**config.mk**
```make
export PLATFORM = sky130hd
export DESIGN_NAME = incskip_exec
export DESIGN_NICKNAME = d
export VERILOG_FILES = /design/src/incskip_pkg.sv /design/src/pm_read_engine.sv /design/src/incskip_exec.sv
export SDC_FILE = /design/constraint.sdc
export NUM_CORES = 1
export LEC_CHECK = 0
export ABC_AREA = 1
export BUFFER_PORTS_ARGS = -buffer_cell sky130_fd_sc_hd__buf_2
export CAP_MARGIN = 20
export CELL_PAD_IN_SITES_DETAIL_PLACEMENT = 2
export CELL_PAD_IN_SITES_GLOBAL_PLACEMENT = 2
export CORE_ASPECT_RATIO = 0.6
export CORE_MARGIN = 4
export CORE_UTILIZATION = 30
export DETAILED_ROUTE_END_ITERATION = 8
export PLACE_DENSITY = 0.92
export SYNTH_ARGS = -nofsm -noshare
export SYNTH_HDL_FRONTEND = slang
export SYNTH_SLANG_ARGS = --single-unit
export TNS_END_PERCENT = 50
```
**constraint.sdc**
```tcl
create_clock -name pclk -period 1.96 [get_ports pclk]
set_clock_uncertainty 0.05 [all_clocks]
set_input_delay 0.392 -clock pclk [delete_from_list [all_inputs] [get_ports pclk]]
set_output_delay 0.392 -clock pclk [all_outputs]
set_load 0.01 [all_outputs]
```
**src/incskip_pkg.sv**
```systemverilog
// Shared constants, opcodes and types for the increment-skip and read block.
package incskip_pkg;

    // Opcode patterns and masks.
    localparam logic [15:0] OP_MASK_REG = 16'hfe00;
    localparam logic [15:0] OP_MASK_ALL = 16'hffff;
    localparam logic [15:0] OP_INCSNZ_FR = 16'h5a00;
    localparam logic [15:0] OP_INCSNZ_W = 16'h5800;
    localparam logic [15:0] OP_INCSZ_FR = 16'h3e00;
    localparam logic [15:0] OP_INCSZ_W = 16'h3c00;
    localparam logic [15:0] OP_SWINT = 16'h0006;
    localparam logic [15:0] OP_PMREAD = 16'h0019;
    localparam logic [15:0] OP_PMREADI = 16'h001d;

    // Operand field of the register-operand instructions.
    localparam int FR_MSB = 8;
    localparam int FR_WIDTH = 9;

    // Cycle counts of the multi-cycle instructions.
    localparam int SWINT_CYCLES = 3;
    localparam int READ_BLOCK_CYCLES = 4;
    localparam logic [1:0] SWINT_EXTRA = 2'(SWINT_CYCLES - 2);
    localparam logic [1:0] READ_EXTRA = 2'(READ_BLOCK_CYCLES - 2);
    localparam logic [7:0] ADDRL_STEP = 8'h02;

    // Program memory map, as 24-bit byte addresses.
    localparam logic [23:0] PRAM_BASE = 24'h000000;
    localparam logic [23:0] PRAM_LAST = 24'h00ffff;
    localparam logic [23:0] FLASH_BASE = 24'h010000;
    localparam logic [23:0] FLASH_LAST = 24'h01ffff;
    localparam logic [23:0] EXT_BASE = 24'h800000;
    localparam logic [23:0] EXT_LAST = 24'hffffff;

    // APB register byte offsets and reset values.
    localparam logic [11:0] REG_ADDR = 12'h000;
    localparam logic [11:0] REG_DATA = 12'h004;
    localparam logic [11:0] REG_WORK = 12'h008;
    localparam logic [11:0] REG_STATUS = 12'h00c;
    localparam logic [23:0] ADDR_RESET = 24'h000000;
    localparam logic [15:0] DATA_RESET = 16'h0000;
    localparam logic [7:0] WORK_RESET = 8'h00;
    localparam int ST_READ_BUSY = 0;
    localparam int ST_SKIP = 1;
    localparam int ST_STALL = 2;

    typedef enum logic [2:0] {
        OPC_NONE = 3'b000,
        OPC_INCSNZ_FR = 3'b001,
        OPC_INCSNZ_W = 3'b010,
        OPC_INCSZ_FR = 3'b011,
        OPC_INCSZ_W = 3'b100,
        OPC_SWINT = 3'b101,
        OPC_PMREAD = 3'b110,
        OPC_PMREADI = 3'b111
    } opc_type;

    typedef enum logic [1:0] {
        RGN_NONE = 2'b00,
        RGN_PRAM = 2'b01,
        RGN_FLASH = 2'b10,
        RGN_EXT = 2'b11
    } region_type;

    typedef struct packed {
        logic valid;
        logic [23:0] addr;
    } mem_req_type;

    typedef struct packed {
        logic ack;
        logic [15:0] data;
    } mem_rsp_type;

endpackage

```
**src/pm_read_engine.sv**
```systemverilog
// One outstanding program-memory word read with a request/acknowledge port.
`timescale 1ns/1ps
module pm_read_engine
    import incskip_pkg::*;
(
    input wire logic pclk,
    input wire logic presetn,
    input wire logic start,
    input wire logic [23:0] start_addr,
    output logic busy,
    output logic done,
    output logic [15:0] rdata,
    output mem_req_type mem_req,
    input wire mem_rsp_type mem_rsp
);

    logic busy_q;
    logic done_q;
    logic [23:0] addr_q;
    logic [15:0] rdata_q;

    // The request is held steady until the memory side acknowledges it.
    always_ff @(posedge pclk or negedge presetn) begin
        if (!presetn) begin
            busy_q <= 1'b0;
            addr_q <= 24'h000000;
        end else if (start && !busy_q) begin
            busy_q <= 1'b1;
            addr_q <= start_addr;
        end else if (busy_q && mem_rsp.ack) begin
            busy_q <= 1'b0;
        end
    end

    always_ff @(posedge pclk or negedge presetn) begin
        if (!presetn) begin
            done_q <= 1'b0;
            rdata_q <= 16'h0000;
        end else begin
            done_q <= busy_q && mem_rsp.ack;
            if (busy_q && mem_rsp.ack) begin
                rdata_q <= mem_rsp.data;
            end
        end
    end

    assign busy = busy_q || done_q;
    assign done = done_q;
    assign rdata = rdata_q;
    assign mem_req = '{valid: busy_q, addr: addr_q};

endmodule

```
**src/incskip_exec.sv**
```systemverilog
// Execution of increment-skip, software interrupt and program reads.
`timescale 1ns/1ps
module incskip_exec
    import incskip_pkg::*;
#(
    parameter int APB_AW = 12
)
(
    input wire logic pclk,
    input wire logic presetn,
    input wire logic psel,
    input wire logic penable,
    input wire logic pwrite,
    input wire logic [APB_AW-1:0] paddr,
    input wire logic [31:0] pwdata,
    output logic [31:0] prdata,
    output logic pready,
    output logic pslverr,
    input wire logic instr_valid,
    input wire logic [15:0] instr_word,
    output logic instr_ready,
    input wire logic exec_from_pram,
    input wire logic global_irq_enable,
    input wire logic irq_in_service,
    output logic sw_irq,
    output logic skip_pending,
    output logic [FR_WIDTH-1:0] rf_raddr,
    input wire logic [7:0] rf_rdata,
    output logic rf_we,
    output logic [FR_WIDTH-1:0] rf_waddr,
    output logic [7:0] rf_wdata,
    output mem_req_type mem_req,
    input wire mem_rsp_type mem_rsp
);

    typedef enum logic [1:0] {
        ST_IDLE = 2'b00,
        ST_WAIT = 2'b01,
        ST_BLOCK = 2'b10
    } state_type;

    function automatic opc_type decode(input logic [15:0] word);
        opc_type op;
        op = OPC_NONE;
        if ((word & OP_MASK_REG) == OP_INCSNZ_FR) begin
            op = OPC_INCSNZ_FR;
        end else if ((word & OP_MASK_REG) == OP_INCSNZ_W) begin
            op = OPC_INCSNZ_W;
        end else if ((word & OP_MASK_REG) == OP_INCSZ_FR) begin
            op = OPC_INCSZ_FR;
        end else if ((word & OP_MASK_REG) == OP_INCSZ_W) begin
            op = OPC_INCSZ_W;
        end else if ((word & OP_MASK_ALL) == OP_SWINT) begin
            op = OPC_SWINT;
        end else if ((word & OP_MASK_ALL) == OP_PMREAD) begin
            op = OPC_PMREAD;
        end else if ((word & OP_MASK_ALL) == OP_PMREADI) begin
            op = OPC_PMREADI;
        end
        return op;
    endfunction

    function automatic region_type region_of(input logic [23:0] a);
        region_type r;
        r = RGN_NONE;
        if (a >= PRAM_BASE && a <= PRAM_LAST) begin
            r = RGN_PRAM;
        end else if (a >= FLASH_BASE && a <= FLASH_LAST) begin
            r = RGN_FLASH;
        end else if (a >= EXT_BASE && a <= EXT_LAST) begin
            r = RGN_EXT;
        end
        return r;
    endfunction

    function automatic logic is_read(input opc_type op);
        return (op == OPC_PMREAD) || (op == OPC_PMREADI);
    endfunction

    function automatic logic is_fr_form(input opc_type op);
        return (op == OPC_INCSNZ_FR) || (op == OPC_INCSZ_FR);
    endfunction

    function automatic logic is_w_form(input opc_type op);
        return (op == OPC_INCSNZ_W) || (op == OPC_INCSZ_W);
    endfunction

    // One-hot register select, bit order following the register offsets.
    function automatic logic [3:0] reg_sel(input logic [APB_AW-1:0] a);
        logic [3:0] s;
        s[0] = (a == REG_ADDR);
        s[1] = (a == REG_DATA);
        s[2] = (a == REG_WORK);
        s[3] = (a == REG_STATUS);
        return s;
    endfunction

    state_type state_q;
    logic [1:0] wait_cnt_q;
    logic skip_q;
    logic sw_irq_q;
    logic rf_we_q;
    logic [FR_WIDTH-1:0] rf_waddr_q;
    logic [7:0] rf_wdata_q;
    logic [23:0] addr_q;
    logic [15:0] data_q;
    logic [7:0] work_q;
    logic [31:0] prdata_q;

    opc_type op;
    region_type region;
    logic accept;
    logic exec;
    logic [7:0] sum;
    logic take_skip;
    logic read_ok;
    logic read_blocks;
    logic eng_start;
    logic eng_busy;
    logic eng_done;
    logic [15:0] eng_data;
    logic apb_wr;
    logic apb_hit;
    logic [3:0] sel;
    logic addr_wr_en;
    logic data_wr_en;
    logic work_wr_en;
    logic fr_wr;
    logic w_wr;
    logic read_wait;
    logic [31:0] rd_word;

    assign op = decode(instr_word);
    assign region = region_of(addr_q);
    assign rf_raddr = instr_word[FR_MSB:0];
    assign sum = rf_rdata + 8'h01;

    // A read waits for issue while an earlier non-blocking one is in flight.
    assign read_wait = is_read(op) && !skip_q && eng_busy;
    assign instr_ready = (state_q == ST_IDLE) && !read_wait;
    assign accept = instr_valid && instr_ready;
    assign exec = accept && !skip_q;
    assign fr_wr = exec && is_fr_form(op);
    assign w_wr = exec && is_w_form(op);

    always_comb begin
        take_skip = 1'b0;
        unique case (op)
            OPC_INCSNZ_FR, OPC_INCSNZ_W: take_skip = (sum != 8'h00);
            OPC_INCSZ_FR, OPC_INCSZ_W: take_skip = (sum == 8'h00);
            default: take_skip = 1'b0;
        endcase
    end

    // The auto-increment form has no external memory source.
    always_comb begin
        read_ok = 1'b0;
        if (op == OPC_PMREAD) begin
            read_ok = (region != RGN_NONE);
        end else if (op == OPC_PMREADI) begin
            read_ok = (region == RGN_PRAM) || (region == RGN_FLASH);
        end
    end

    // Flash read from flash cannot overlap fetches, so it must stall.
    assign read_blocks = (region == RGN_PRAM) ||
        ((region == RGN_FLASH) && !exec_from_pram);
    assign eng_start = exec && read_ok;

    pm_read_engine u_engine (
        .pclk(pclk),
        .presetn(presetn),
        .start(eng_start),
        .start_addr(addr_q),
        .busy(eng_busy),
        .done(eng_done),
        .rdata(eng_data),
        .mem_req(mem_req),
        .mem_rsp(mem_rsp)
    );

    // Issue sequencing for the multi-cycle instructions.
    always_ff @(posedge pclk or negedge presetn) begin
        if (!presetn) begin
            state_q <= ST_IDLE;
            wait_cnt_q <= 2'b00;
        end else begin
            unique case (state_q)
                ST_IDLE: begin
                    if (exec && op == OPC_SWINT) begin
                        state_q <= ST_WAIT;
                        wait_cnt_q <= SWINT_EXTRA;
                    end else if (eng_start && read_blocks) begin
                        state_q <= ST_BLOCK;
                        wait_cnt_q <= READ_EXTRA;
                    end
                end
                ST_WAIT: begin
                    if (wait_cnt_q == 2'b00) begin
                        state_q <= ST_IDLE;
                    end else begin
                        wait_cnt_q <= wait_cnt_q - 2'b01;
                    end
                end
                ST_BLOCK: begin
                    // Slow memory stretches the stall past four cycles.
                    // Issue resumes once the word is acknowledged: it lands
                    // in the data pair on the same edge that ends the stall.
                    if (wait_cnt_q != 2'b00) begin
                        wait_cnt_q <= wait_cnt_q - 2'b01;
                    end else if (!mem_req.valid) begin
                        state_q <= ST_IDLE;
                    end
                end
                default: begin
                    state_q <= ST_IDLE;
                end
            endcase
        end
    end

    // The skipped slot consumes the next accepted instruction.
    always_ff @(posedge pclk or negedge presetn) begin
        if (!presetn) begin
            skip_q <= 1'b0;
        end else if (exec && take_skip) begin
            skip_q <= 1'b1;
        end else if (accept) begin
            skip_q <= 1'b0;
        end
    end

    always_ff @(posedge pclk or negedge presetn) begin
        if (!presetn) begin
            sw_irq_q <= 1'b0;
        end else begin
            sw_irq_q <= exec && (op == OPC_SWINT) &&
                global_irq_enable && !irq_in_service;
        end
    end

    // Write-back to the register file; flags are never touched.
    always_ff @(posedge pclk or negedge presetn) begin
        if (!presetn) begin
            rf_we_q <= 1'b0;
            rf_waddr_q <= '0;
            rf_wdata_q <= 8'h00;
        end else begin
            rf_we_q <= fr_wr;
            if (exec) begin
                rf_waddr_q <= instr_word[FR_MSB:0];
                rf_wdata_q <= sum;
            end
        end
    end

    assign apb_wr = psel && penable && pwrite;
    assign sel = reg_sel(paddr);
    assign apb_hit = |sel;
    assign addr_wr_en = apb_wr && sel[0];
    assign data_wr_en = apb_wr && sel[1];
    assign work_wr_en = apb_wr && sel[2];

    always_ff @(posedge pclk or negedge presetn) begin
        if (!presetn) begin
            work_q <= WORK_RESET;
        end else if (w_wr) begin
            work_q <= sum;
        end else if (work_wr_en) begin
            work_q <= pwdata[7:0];
        end
    end

    // The auto-increment touches only the low byte, without carry.
    always_ff @(posedge pclk or negedge presetn) begin
        if (!presetn) begin
            addr_q <= ADDR_RESET;
        end else if (exec && op == OPC_PMREADI && read_ok) begin
            addr_q[7:0] <= addr_q[7:0] + ADDRL_STEP;
        end else if (addr_wr_en) begin
            addr_q <= pwdata[23:0];
        end
    end

    // Returned data wins over a software write in the same cycle.
    always_ff @(posedge pclk or negedge presetn) begin
        if (!presetn) begin
            data_q <= DATA_RESET;
        end else if (eng_done) begin
            data_q <= eng_data;
        end else if (data_wr_en) begin
            data_q <= pwdata[15:0];
        end
    end

    always_comb begin
        rd_word = 32'h00000000;
        unique case (paddr)
            REG_ADDR: rd_word[23:0] = addr_q;
            REG_DATA: rd_word[15:0] = data_q;
            REG_WORK: rd_word[7:0] = work_q;
            REG_STATUS: begin
                rd_word[ST_READ_BUSY] = eng_busy;
                rd_word[ST_SKIP] = skip_q;
                rd_word[ST_STALL] = (state_q != ST_IDLE);
            end
            default: rd_word = 32'h00000000;
        endcase
    end

    // Read data is captured in the setup phase, so the access phase drives
    // prdata straight from flip-flops; the price is that a status word
    // read back is one cycle old.
    always_ff @(posedge pclk or negedge presetn) begin
        if (!presetn) begin
            prdata_q <= 32'h00000000;
        end else if (psel && !penable) begin
            prdata_q <= rd_word;
        end
    end

    assign prdata = prdata_q;
    assign pready = 1'b1;
    assign pslverr = psel && penable && !apb_hit;
    assign sw_irq = sw_irq_q;
    assign skip_pending = skip_q;
    assign rf_we = rf_we_q;
    assign rf_waddr = rf_waddr_q;
    assign rf_wdata = rf_wdata_q;

endmodule

```
Word level (Yosys, flattened, before mapping)
Index checks and enable logic that the tools add are counted.

storage, ports and cells
  flip-flop bits (word level) = 138
  bits of input ports = 94
  output and inout port bits = 89
  word-level logic and storage cells = 150

cells by class
  $add $sub $neg = 3
  $lt $le $gt $ge = 6
  eq/ne operators = 27
  mux-type cells = 36
  bitwise logic cells = 1
  reduce and logical (&&, ||, !) cells = 61

operator list
  operator              number
  $mux 8                5
  $eq 16x5->1 const B   2
  $mux 16               2
  $logic_and 1x1->1     28
  $eq 12x4->1 const B   2
  $ge 24x1->1 const B   1
  $ge 24x17->1 const B  1
  $ge 24x24->1 const B  1
  $le 24x16->1 const B  1
  $le 24x17->1 const B  1
  $le 24x24->1 const B  1
  $mux 3                7
  $mux 2                10
  $eq 16x3->1 const B   1
  $pmux 8 s2            1
  $reduce_bool 2->1     8
  $pmux 5 s3            1
  $eq 7x5->1 const B    2
  $eq 7x6->1 const B    2
  $eq 12x3->1 const B   1
  $eq 3x3->1 const B    4
  $logic_not 12->1      1
  $pmux 2 s3            2
  $pmux 3 s4            1
  other kinds (22)      48

Depth between registers and ports, before layout
  depth in word-level cells = 21
  mapped depth = 14
  gate-level depth less buffers = 13

Cells and area by module
From an unflattened synthesis, not the netlist that was laid out.

unflattened totals
  cell total of the unflattened synthesis = 838
  area total of the unflattened synthesis = 6989.2 um^2

by module, submodules not included
  module          times used  cells an instance  area each (um^2)  seq. area each (um^2)
  incskip_exec    1           657                5297.6            2402.3
  pm_read_engine  1           181                1691.6            1051.0

Worst setup path before layout
No wires, ideal clock.

  path kind = input-to-output
  from = input port paddr[7]
  to = output port pslverr
  arrival time = 1.500 ns
  data required time = 1.518 ns
  slack = 0.018 ns
  stages = 7
  buffers on the path = 1
  cells stage by stage = nor2_1 > nand2_1 > nor2_1 > nand4_2 > clkbuf_1 > nand2_1 > nor4_1

between the ends
  longest elaborated chain between the ends = 4
  elaborated cells on any way between the ends = 7
  those cells by class = eq/ne: 3; reduce/logical: 4

ends and longest elaborated chain
  what                                       line                 source
  start: declaration                         incskip_exec.sv:14   input wire logic [APB_AW-1:0] paddr,
  $eq 12x3->1, or another cell as far along  incskip_exec.sv:92   s[1] = (a == REG_DATA);
  $reduce_or 4->1 (*)                        incskip_exec.sv:259  assign apb_hit = |sel;
  $logic_not 1->1 (*)                        incskip_exec.sv:324  assign pslverr = psel && penable && !apb_hit;
  $logic_and 1x1->1 (*)                      incskip_exec.sv:324
  end: declaration                           incskip_exec.sv:18   output logic pslverr,

Every way passes the cells marked *; elsewhere a longest branch is shown, timed or not.

Worst setup path in the final report
  from = register state_q[1]
  to = register addr_q[15]

between the ends
  longest elaborated chain between the ends = 8

ends and longest elaborated chain
  what                             line                 source
  start: declaration               incskip_exec.sv:98   state_type state_q;
  start signal: assignment         incskip_exec.sv:185  state_q <= ST_IDLE;
  start signal: assignment         incskip_exec.sv:191  state_q <= ST_WAIT;
  start signal: assignment         incskip_exec.sv:194  state_q <= ST_BLOCK;
  $logic_not 2->1                  incskip_exec.sv:140  assign instr_ready = (state_q == ST_IDLE) && !read_wait;
  $logic_and 1x1->1                incskip_exec.sv:140
  $logic_and 1x1->1                incskip_exec.sv:141  assign accept = instr_valid && instr_ready;
  $logic_and 1x1->1                incskip_exec.sv:142  assign exec = accept && !skip_q;
  $logic_and 1x1->1 (2 in series)  incskip_exec.sv:278  end else if (exec && op == OPC_PMREADI && read_ok) begin
  $not 1->1 (no line)              n/a
  $reduce_and 2->1 (no line)       n/a
  end signal: assignment           incskip_exec.sv:281  addr_q <= pwdata[23:0];
  end: declaration                 incskip_exec.sv:105  logic [23:0] addr_q;

Every way passes these cells.
A chain may end at the register's enable or synchronous reset.

==> flow_metrics.tcl <==
set metrics [dict create \
    cpPeakStageDelay_ps 400 \
    cap_viol_max_count 0 \
    layout_common_cells "nand2_1, buf_2, dfrtp_1" \
    drc 0 \
    cts_sinks 138 \
    async_reset_ff_frac 1.00 \
    cp_max_fo 5 \
    reg2reg_slack_ps -160 \
    yosys_warnings 0 \
    cp_slowest_cell "dfrtp_1" \
    place.gp.congestion 0.837 \
    cp_num_buf_inv 3 \
    start_util 0.309 \
    slew_viol_final 0 \
    critPathTopFamily "simple AND/OR/NAND/NOR gates" \
    syn2layout_area_growth_pct 36.7 \
    wire_per_inst_um 25.6 \
    drive_gt1_frac 0.342 \
    status "finished with violations" \
    crit_arrival_ps 2400 \
    die_y_um 125 \
    min_from "irq_in_service" \
    cts_tree "done" \
    ys.flop_type "dfrtp_1" \
    dp.cells 1354 \
    synth_area_leader_cell "dfrtp_1" \
    die_w_um 203 \
    final_common_cell "nand2_1" \
    setup_violations 39 \
    antenna_found_initial 0 \
    dieArea_um2 25500 \
    drtPass1Iterations 6 \
    grt_max_degree 42 \
    p_per_area_nw_per_um2 905 \
    cts_buffers 17 \
    clkTransAtPathRegs_ps 70 \
    seq_area_frac_synth 0.502 \
    synthCells 846 \
    hold_path_class "input port to register" \
    crit_start "state_q[1]" \
    core_area_um2 22300 \
    synth_edf_count 0 \
    setup_slack_ps -155 \
    routed_wirelength_mm 35.8 \
    grt_usage 0.229 \
    p_total_uw 8510 \
    path_cells "inv_1 > ha_4 > buf_4 > nand4_2 > nor2_2 > nand2_4 > nand2_8 > clkbuf_16 > nand2_1 > o21ai_1" \
    clk_latency_ps 440 \
    violations "negative setup slack" \
    worst_pin_slew_ps 728 \
    nNetsFinal 1177 \
    avgViaCountPerCell 5.27 \
    synth_cell_types 43 \
    vias 7363 \
    postSynthAreaPerCell_um2 8.13 \
    grt_pass1_vias 7726 \
    synth_seq_cells 138 \
    dp_slack_ps -326 \
    end_kind "register" \
    hold_ws_ps 63.1 \
    htreeDepth 4 \
    dp_hpwl_mm 21.6 \
    clock_path_buffers 2 \
    synth_area_um2 6880 \
    p_leak_uw 0.00496 \
    initialDrtViolationCount 483 \
    pin_count 183 \
    peakVddDrop_v 0.000603 \
    crit_path_start_kind "register" \
    rows 42 \
    layout_min_cycle_time_ps 2120 \
    path_class "register to register" \
    yosysTopAreaCellShare 0.502 \
    overflow 0 \
    numPortBuffers 165 \
    maxSlewHeadroom 0.510 \
    finalCritPeriodShare 1.08 \
    required_ps 2250 \
    finalHoldViolCount 0 \
    synth_area_leaders "dfrtp_1, nand2_1, o21ai_0, inv_1, nand3_1" \
    instances_no_fill 1398 \
    grt_pass1_wl_mm 45.5 \
    antenna_left 0 \
    r2r_start "state_q[1]" \
    cts_root_buffer "clkbuf_16" \
    rsz0062_at_grt "yes" \
    fmax_mhz 473 \
]
## synth_stat cells (10+ instances only)
cell type,instances
nand2_1,268
dfrtp_1,138
inv_1,83
o21ai_0,69
nor2_1,56
nand3_1,53
buf_4,20
clkbuf_1,16
o21ai_2,13
o211ai_1,10
## repair_timing
item / 4_1_cts / 5_1_grt
buffers inserted: 3 / 4
gates cloned: 0 / 3
pin swaps: 5 / 7
hold buffers: 1 / 0
endpoints found under the setup margin: 62 / 62
gates resized for setup: 20 / 59
endpoints found under the hold margin: 34 / 0
## layout make-up
type,count,area [um^2]
repair buffers,251,1590
diodes,1,2.50
clock inverters,9,88.8
flip-flops and latches,138,3460
inverters,89,350
multi-input cells,579,3040
fillers,2509,12900
well taps,308,385
clock buffers,23,488
## final timing paths
path	to	cells after the start
max	addr_q[15]	10
min	sw_irq	2
max reg2reg	addr_q[15]	10
min reg2reg	u_engine.addr_q[18]	2
max in group asynchronous	u_engine.rdata[14]	3
min in group asynchronous	addr_q[22]	2
## worst register-to-register path, stage by stage (launching register included)
cell and delay [ps]:
dfrtp_1 400, inv_1 130, ha_4 190, buf_4 150, nand4_2 140, nor2_2 270
nand2_4 150, nand2_8 170, clkbuf_16 170, nand2_1 60, o21ai_1 140
## per-layer routing
| layer | share of wire | track usage | up-vias | wire [um] |
|---|---|---|---|---|
| li1 | - | - | 3157 | - |
| met1 | 0.43 | 0.305 | 3805 | 15300 |
| met2 | 0.48 | 0.375 | 323 | 17300 |
| met3 | 0.059 | 0.0541 | 78 | 2120 |
| met4 | 0.030 | 0.0662 | 0 | 1070 |
| met5 | 0 | 0 | - | 0 |
## cell families (layout without fill, tap and decap cells)
family | after synthesis | in the layout | synth area share
AOI/OAI and AO/OA | 132 | 132 | 0.115
xor gates and xnor gates | 8 | 8 | 0.0102
adders and majority gates | 7 | 7 | 0.0127
buffers and inverters | 136 | 372 | 0.0900
DFF | 138 | 138 | 0.502
other | 2 | 10 | 0.00109
and+or+nand+nor | 423 | 423 | 0.269
## flip-flops by register name, summed over array words and instances, names as in the netlist
name	count
wait_cnt_q	2
skip_pending	1
sw_irq	1
u_engine.addr_q	24
prdata	24
work_q	8
data_q	16
rf_we	1
u_engine.busy_q	1
u_engine.done	1
rf_waddr	9
addr_q	24
state_q	2
rf_wdata	8
u_engine.rdata	16
## where the power goes
part | switching (uW) | leakage (uW) | internal (uW)
combinational | 1130 | 0.00289 | 625
clock | 1450 | 0.000276 | 1890
sequential | 249 | 0.00179 | 3170
## through the flow
stage	setup TNS, ps	utilization	instance area, um^2
2_1_floorplan	0	-	6900
3_3_place_gp	-2160	0.380	8460
3_5_place_dp	-8770	0.380	8460
4_1_cts	-31.5	0.410	9150
5_1_grt	-5610	0.422	9400
6_report	-1830	0.422	9400
No activity file was read; power rests on OpenSTA's default activity.
